--- src/rtl/tpo_defines.svh ---
`ifndef TPO_DEFINES_SVH
`define TPO_DEFINES_SVH
// ************************************************
// Register map
// ************************************************
`define TPO_CFG_INDEX_LO 12'h081
`define TPO_CFG_INDEX_HI 12'h181
`define TPO_CNT_INDEX 12'h001
`define TPO_CFG_RESET 8'hFF
`define TPO_CNT_RESET 8'h00
// ************************************************
// Config word fields
// ************************************************
`define TPO_PULLUP_DIS_BIT 7
`define TPO_IRQ_EDGE_BIT 6
`define TPO_CLK_SRC_BIT 5
`define TPO_SRC_EDGE_BIT 4
`define TPO_ASSIGN_BIT 3
`define TPO_RATE_MSB 2
`define TPO_RATE_LSB 0
// ************************************************
// Prescaler and divider constants
// ************************************************
`define TPO_TMR_BASE 9'h002
`define TPO_WDOG_BASE 9'h001
`define TPO_ONE9 9'h001
`define TPO_PRE_ZERO 8'h00
`define TPO_PRE_ONE 8'h01
`define TPO_CYC_LAST 2'h3
`define TPO_CYC_ONE 2'h1
`define TPO_CYC_ZERO 2'h0
`define TPO_WORD_PAD 24'h000000
`endif

--- src/rtl/tpo_pkg.sv ---
`include "tpo_defines.svh"
// ************************************************
// Shared types
// ************************************************
package tpo_pkg;
  typedef logic [7:0] tpo_byte_t;
  typedef logic [2:0] tpo_rate_t;
  typedef logic [11:0] tpo_addr_t;
  typedef enum logic {
    TPO_ASSIGN_TIMER = 1'b0,
    TPO_ASSIGN_WDOG = 1'b1
  } tpo_assign_t;
endpackage : tpo_pkg

--- src/rtl/tpo_timer_prescaler_option_control.sv ---
`include "tpo_defines.svh"
// Overview of operation
// - The config word is read/write and all eight bits reset to one.
// - The config word answers at two mirrored addresses sharing one register.
// - Bit 7 high disables all port B pull-ups, low enables each by its latch bit.
// - Bit 6 high raises the external interrupt on a rising edge, low on a falling edge.
// - Bit 5 high counts the external clock pin, low counts the instruction cycle clock.
// - Bit 4 high counts high-to-low pin transitions, low counts low-to-high ones.
// - Bit 3 high gives the prescaler to the watchdog, low gives it to the timer.
// - On the timer the rate codes divide by 2 at 000 doubling up to 256 at 111.
// - On the watchdog the rate codes divide by 1 at 000 doubling up to 128 at 111.
// - Port A bit 4 is the external timer clock input and its driver only pulls low.
module tpo_timer_prescaler_option_control
  import tpo_pkg::*;
(
  input wire logic clk,
  input wire logic reset_n,
  input wire logic psel,
  input wire logic penable,
  input wire logic pwrite,
  input wire tpo_addr_t paddr,
  input wire logic [31:0] pwdata,
  output logic [31:0] prdata,
  output logic pready,
  output logic pslverr,
  input wire tpo_byte_t portBLatch,
  output tpo_byte_t portBPullupEn,
  input wire logic extInterruptPin,
  output logic extIrqEvent,
  input wire logic extTimerClockIn,
  input wire logic portA4Latch,
  input wire logic portA4DirIn,
  output logic extTimerClockOut,
  output logic extTimerClockOe,
  input wire logic watchdogTick,
  output logic watchdogTimeout,
  output tpo_byte_t timerZeroCount,
  output logic timerOverflow
);

  // ************************************************
  // APB decode
  // ************************************************
  localparam tpo_addr_t CfgAddrLo = 12'(`TPO_CFG_INDEX_LO << 2);
  localparam tpo_addr_t CfgAddrHi = 12'(`TPO_CFG_INDEX_HI << 2);
  localparam tpo_addr_t CntAddr = 12'(`TPO_CNT_INDEX << 2);

  tpo_byte_t cfg_reg;
  tpo_byte_t cnt_reg;
  tpo_byte_t pre_reg;
  tpo_byte_t pre_next;
  logic [1:0] cyc_reg;
  logic extPinPrev_reg;
  logic irqPinPrev_reg;
  logic psaPrev_reg;
  logic [31:0] rdata_reg;
  logic err_reg;
  logic hitCfg;
  logic hitCnt;
  logic setup;
  logic access;
  logic cfgWrite;
  logic cntWrite;
  logic instrTick;
  logic extRise;
  logic extFall;
  logic extTick;
  logic srcTick;
  logic preTick;
  logic preDone;
  tpo_byte_t preMask;
  tpo_rate_t rate;
  tpo_assign_t prescalerSel;
  logic assignChange;
  logic timerStep;
  logic watchdogStep;

  // Both mirrored addresses decode to the one config word
  always_comb begin
    hitCfg = 1'b0;
    if ((paddr == CfgAddrLo) || (paddr == CfgAddrHi)) begin
      hitCfg = 1'b1;
    end
  end

  assign hitCnt = (paddr == CntAddr);
  assign setup = psel && !penable;
  assign access = psel && penable;
  assign pready = 1'b1;
  assign cfgWrite = access && pwrite && hitCfg;
  assign cntWrite = access && pwrite && hitCnt;

  // ************************************************
  // Read data and error, captured in setup
  // ************************************************
  always_ff @(posedge clk or negedge reset_n) begin
    if (!reset_n) begin
      rdata_reg <= 32'h00000000;
      err_reg <= 1'b0;
    end else if (setup) begin
      err_reg <= !(hitCfg || hitCnt);
      if (pwrite) begin
        rdata_reg <= 32'h00000000;
      end else if (hitCfg) begin
        rdata_reg <= {`TPO_WORD_PAD, cfg_reg};
      end else if (hitCnt) begin
        rdata_reg <= {`TPO_WORD_PAD, cnt_reg};
      end else begin
        rdata_reg <= 32'h00000000;
      end
    end
  end

  assign prdata = rdata_reg;
  assign pslverr = access && err_reg;

  // ************************************************
  // Config word
  // ************************************************
  always_ff @(posedge clk or negedge reset_n) begin
    if (!reset_n) begin
      cfg_reg <= `TPO_CFG_RESET;
    end else if (cfgWrite) begin
      cfg_reg <= pwdata[7:0];
    end
  end

  assign rate = cfg_reg[`TPO_RATE_MSB:`TPO_RATE_LSB];
  assign prescalerSel = tpo_assign_t'(cfg_reg[`TPO_ASSIGN_BIT]);

  // ************************************************
  // Port B pull-ups
  // ************************************************
  genvar gi;
  generate
    for (gi = 0; gi < 8; gi++) begin : g_pullup
      assign portBPullupEn[gi] = !cfg_reg[`TPO_PULLUP_DIS_BIT] && portBLatch[gi];
    end
  endgenerate

  // ************************************************
  // External interrupt edge
  // ************************************************
  always_ff @(posedge clk or negedge reset_n) begin
    if (!reset_n) begin
      irqPinPrev_reg <= 1'b0;
      extIrqEvent <= 1'b0;
    end else begin
      irqPinPrev_reg <= extInterruptPin;
      if (cfg_reg[`TPO_IRQ_EDGE_BIT]) begin
        extIrqEvent <= extInterruptPin && !irqPinPrev_reg;
      end else begin
        extIrqEvent <= !extInterruptPin && irqPinPrev_reg;
      end
    end
  end

  // ************************************************
  // Open-drain external clock pin
  // ************************************************
  assign extTimerClockOut = 1'b0;
  assign extTimerClockOe = !portA4DirIn && !portA4Latch;

  // ************************************************
  // Instruction cycle divider
  // ************************************************
  always_ff @(posedge clk or negedge reset_n) begin
    if (!reset_n) begin
      cyc_reg <= `TPO_CYC_ZERO;
    end else begin
      cyc_reg <= cyc_reg + `TPO_CYC_ONE;
    end
  end

  assign instrTick = (cyc_reg == `TPO_CYC_LAST);

  // ************************************************
  // Timer source selection
  // ************************************************
  always_ff @(posedge clk or negedge reset_n) begin
    if (!reset_n) begin
      extPinPrev_reg <= 1'b0;
    end else begin
      extPinPrev_reg <= extTimerClockIn;
    end
  end

  assign extRise = extTimerClockIn && !extPinPrev_reg;
  assign extFall = !extTimerClockIn && extPinPrev_reg;
  always_comb begin
    if (cfg_reg[`TPO_SRC_EDGE_BIT]) begin
      extTick = extFall;
    end else begin
      extTick = extRise;
    end
  end

  always_comb begin
    if (cfg_reg[`TPO_CLK_SRC_BIT]) begin
      srcTick = extTick;
    end else begin
      srcTick = instrTick;
    end
  end

  // ************************************************
  // Shared prescaler
  // ************************************************
  always_comb begin
    if (prescalerSel == TPO_ASSIGN_WDOG) begin
      preTick = watchdogTick;
    end else begin
      preTick = srcTick;
    end
  end

  always_comb begin
    if (prescalerSel == TPO_ASSIGN_WDOG) begin
      preMask = 8'((`TPO_WDOG_BASE << rate) - `TPO_ONE9);
    end else begin
      preMask = 8'((`TPO_TMR_BASE << rate) - `TPO_ONE9);
    end
  end

  assign preDone = preTick && (pre_reg >= preMask);

  always_comb begin
    pre_next = pre_reg;
    if (preDone) begin
      pre_next = `TPO_PRE_ZERO;
    end else if (preTick) begin
      pre_next = pre_reg + `TPO_PRE_ONE;
    end
  end

  assign assignChange = (psaPrev_reg != cfg_reg[`TPO_ASSIGN_BIT]);

  // Reassignment or a timer load restarts the division period
  always_ff @(posedge clk or negedge reset_n) begin
    if (!reset_n) begin
      pre_reg <= `TPO_PRE_ZERO;
      psaPrev_reg <= 1'b1;
    end else begin
      psaPrev_reg <= cfg_reg[`TPO_ASSIGN_BIT];
      if (cntWrite || assignChange) begin
        pre_reg <= `TPO_PRE_ZERO;
      end else begin
        pre_reg <= pre_next;
      end
    end
  end

  // ************************************************
  // Watchdog postscaler output
  // ************************************************
  always_ff @(posedge clk or negedge reset_n) begin
    if (!reset_n) begin
      watchdogTimeout <= 1'b0;
    end else begin
      watchdogTimeout <= watchdogStep;
    end
  end

  // ************************************************
  // Step selection
  // ************************************************
  // Without the prescaler the timer takes every source tick
  always_comb begin
    timerStep = 1'b0;
    watchdogStep = 1'b0;
    if (prescalerSel == TPO_ASSIGN_WDOG) begin
      timerStep = srcTick;
      watchdogStep = preDone;
    end else begin
      timerStep = preDone;
    end
  end

  // ************************************************
  // Timer count
  // ************************************************
  always_ff @(posedge clk or negedge reset_n) begin
    if (!reset_n) begin
      cnt_reg <= `TPO_CNT_RESET;
      timerOverflow <= 1'b0;
    end else begin
      timerOverflow <= 1'b0;
      if (cntWrite) begin
        cnt_reg <= pwdata[7:0];
      end else if (timerStep) begin
        cnt_reg <= cnt_reg + `TPO_PRE_ONE;
        timerOverflow <= (cnt_reg == `TPO_CFG_RESET);
      end
    end
  end

  assign timerZeroCount = cnt_reg;

endmodule : tpo_timer_prescaler_option_control

--- config.mk ---
export PLATFORM = sky130hd
export DESIGN_NAME = tpo_timer_prescaler_option_control
export DESIGN_NICKNAME = d
export VERILOG_FILES = /design/src/rtl/tpo_pkg.sv /design/src/rtl/tpo_timer_prescaler_option_control.sv
export VERILOG_INCLUDE_DIRS = /design/src /design/src/rtl
export SDC_FILE = /design/constraint.sdc
export NUM_CORES = 1
export LEC_CHECK = 0
export BUFFER_PORTS_ARGS = -buffer_cell sky130_fd_sc_hd__buf_2
export CAP_MARGIN = 30
export CORE_UTILIZATION = 37
export CTS_CLUSTER_SIZE = 12
export DETAILED_ROUTE_END_ITERATION = 8
export PLACE_DENSITY = 0.65
export SYNTH_ARGS = -nofsm -noshare
export SYNTH_HDL_FRONTEND = slang
export SYNTH_SLANG_ARGS = --single-unit
--- constraint.sdc ---
create_clock -name clk -period 4.3 [get_ports clk]
set_clock_uncertainty 0.05 [all_clocks]
set_input_delay 0.86 -clock clk [delete_from_list [all_inputs] [get_ports clk]]
set_output_delay 0.86 -clock clk [all_outputs]
set_load 0.01 [all_outputs]
==> flow_metrics.tcl <==
set metrics [dict create \
    run_status "completed" \
    synth_top_area_share_pct 30.3 \
    power_switching_uw 319 \
    cp-start-kind "flip-flop" \
    hold_class "flip-flop to flip-flop" \
    cp_data_arrival_time_ns 3.89 \
    detail_route.vias_per_cell 4.89 \
    nNetsFinal 421 \
    rsz0062_at_grt "false" \
    antenna_found_initial 0 \
    r2r-start "cfg_reg[0]" \
    cts_setup_buffers 0 \
    comb_power_share_pct 22.9 \
    netlist_instances 281 \
    num-fill-cells 695 \
    vias 2161 \
    finalSetupTns_ns 0 \
    overflow 0 \
    p_clk_share_pct 30.8 \
    final_cells 442 \
    clkSinkCount 41 \
    grt_pass1_wl_um 9770 \
    synth_common_cells "dfrtp_1 (32), buf_4 (26), nor2_1 (26)" \
    cts-root-buf "clkbuf_8" \
    area_growth_pct 16.0 \
    r2r_end "timerOverflow" \
    hpwl_um 4290 \
    rr_worst_depth 13 \
    fin_hold_ws_ns 0.379 \
    place.port_buffers 66 \
    hold_buffers 0 \
    met3_length_um 292 \
    p_int_uw 695 \
    grt_max_degree 42 \
    fin_crit_sh_pct 87.3 \
    grt_pass1_vias 2079 \
    cts_buffer_depth 2 \
    cts_resized 0 \
    fin_ws_ns 0.548 \
    clk_latency_ns 0.29 \
    detail-route-antenna-nets 0 \
    hold_start "cyc_reg[0]" \
    hold_violations 0 \
    synth_edf_count 0 \
    power_leakage_nw 1.51 \
    reg2reg_slack_ns 0.55 \
    drt-initial-drc-count 109 \
    die_w_um 86.6 \
    core_um2 6870 \
    seq_area_frac_synth_pct 39.2 \
    grt_usage_pct 16.6 \
    p_seq_share_pct 46.3 \
    cap_violations 0 \
    wl_met2_um 2760 \
    pre_cts_ws_ns 0.570 \
    routed_wl_um 5620 \
    wl_met1_um 2550 \
    start_util_pct 38.5 \
    dp_cells 433 \
    synth.most_common_cell "dfrtp_1" \
    die_area_um2 7490 \
    synth_flop_cell "dfrtp_1" \
    post-route-drc-count 0 \
    ys_ff_latch 41 \
    finalMaxSlewViolations 0 \
    setup_viol 0 \
    rows 30 \
    syn-mean-instance-area_um2 9.42 \
    design_area_um2 3070 \
    whs_path_depth 1 \
    synth_area_leaders "dfrtp_1 (30%), dfstp_2 (8.9%), buf_4 (7.4%)" \
    min_period_ns 3.75 \
    max_slew.worst_pin.slew_ns 0.663 \
    peakVddDrop_uv 161 \
    regArea_um2 1040 \
    cpPeakStageDelay_ns 0.58 \
    cts_buffers 5 \
    swShare_pct 31.4 \
    crit_required_ns 4.44 \
    synth_area_um2 2650 \
    end_kind "flip-flop" \
    max_slew_margin_pct 54.5 \
    slowest_stage "dfstp_2" \
    io_pins 117 \
    drtPass1Iterations 4 \
    tritoncts "yes" \
    path_clk_slew_ns 0.08 \
    worstPathMaxFanout 9 \
    critPathKind "flip-flop to flip-flop" \
    timing.fmax_mhz 267 \
    gp_congestion 0.781 \
    ys_warn_count 0 \
    async_reset_ff_share_pct 100 \
    diodes 0 \
    multiInputGateArea_um2 1430 \
    topRoutingLayerUsed "met4" \
    power.density_nw_per_um2 330 \
    synth.largest_area_cell "dfrtp_1" \
    crit_chain "inv_1, ha_1, nand2_1, ha_1, o21ai_0, o21ai_0, o221ai_1, ha_1, and4_1, o21ai_0, o211ai_1, nand2_1, nor3_1" \
    synth_cell_types 45 \
    fp.dieH_um 86.6 \
    placed_area_um2 2940 \
    min_to "cyc_reg[0]" \
    drive_gt1_share_pct 28.9 \
    cts.htree.levels 2 \
    wl_per_cell_um 12.7 \
]
metal layers:
layer | vias up | global-route usage (%)
met3 | 2 | 3.43
met1 | 1026 | 23.2
met4 | 0 | 3.18
met2 | 77 | 26.8
li1 | 1056 | -
met5 | - | 0
how the worst max path moves through the flow:
stage / from / slack (ns) / end / cells after the start
final: cfg_reg[0] / 0.55 / timerOverflow / 13
after global placement: cfg_reg[3] / 0.65 / timerOverflow / 12
after CTS: cfg_reg[3] / 0.54 / timerOverflow / 13
after detailed placement: cfg_reg[0] / 0.57 / timerOverflow / 13
after global routing: cfg_reg[0] / 0.22 / timerOverflow / 13
after floorplan: cfg_reg[3] / 1.05 / timerZeroCount[7] / 16
worst max-delay path, delay by kind of cell (launching register included):
kind                       cells  cell delay [ns]
DFF                            1             0.58
and+or+nand+nor                4             0.83
buffers and inverters          1             0.05
adders and majority gates      3             0.97
AOI/OAI and AO/OA              5             1.17
metrics by stage:
stage / power (mW) / util [%]
2_1_floorplan: 0.625 / -
3_5_place_dp: 0.708 / 42.8
4_1_cts: 1.02 / 44.4
6_report: 1.01 / 44.7
5_1_grt: 1.08 / 44.7
3_3_place_gp: 0.700 / 42.8
power by group through the flow:
stage	clock, mW	sequential, mW	combinational (mW)
2_1_floorplan	0	0.476	0.149
3_3_place_gp	0	0.476	0.224
3_5_place_dp	0	0.478	0.230
4_1_cts	0.320	0.470	0.232
5_1_grt	0.337	0.479	0.264
6_report	0.312	0.470	0.232
area by class of cell:
type	instances	area share, %
Clock buffer	6	2.36
Clock inverter	2	1.26
Inverter	6	0.733
Multi-Input combinational cell	224	46.5
Sequential cell	41	33.8
Tap cell	96	3.91
Timing Repair Buffer	67	11.4
cells by family (layout without fill, tap and decap cells):
logic type / Yosys count / count (layout) / synth area share [%]
fa+ha+maj: 14 / 14 / 6.62
mux: 11 / 11 / 5.72
flops: 41 / 41 / 39.2
buf+inv: 40 / 81 / 10.2
simple gates: 102 / 102 / 20.1
xor+xnor: 15 / 15 / 4.96
other cells: 2 / 26 / 0.284
compound gates: 56 / 56 / 12.9
cells in the final DEF, fill, tap and decap left out, types with 9 or more instances in the layout:
master   instances
buf_2           66
dfrtp_1         32
nor2_1          26
conb_1          26
nand2_1         25
a21oi_1         17
o21ai_0         17
ha_1            14
a22oi_1         11
nand3_1         10
nor2b_1          9
dfstp_2          9
Note: power is estimated with default switching activity, not from simulation.
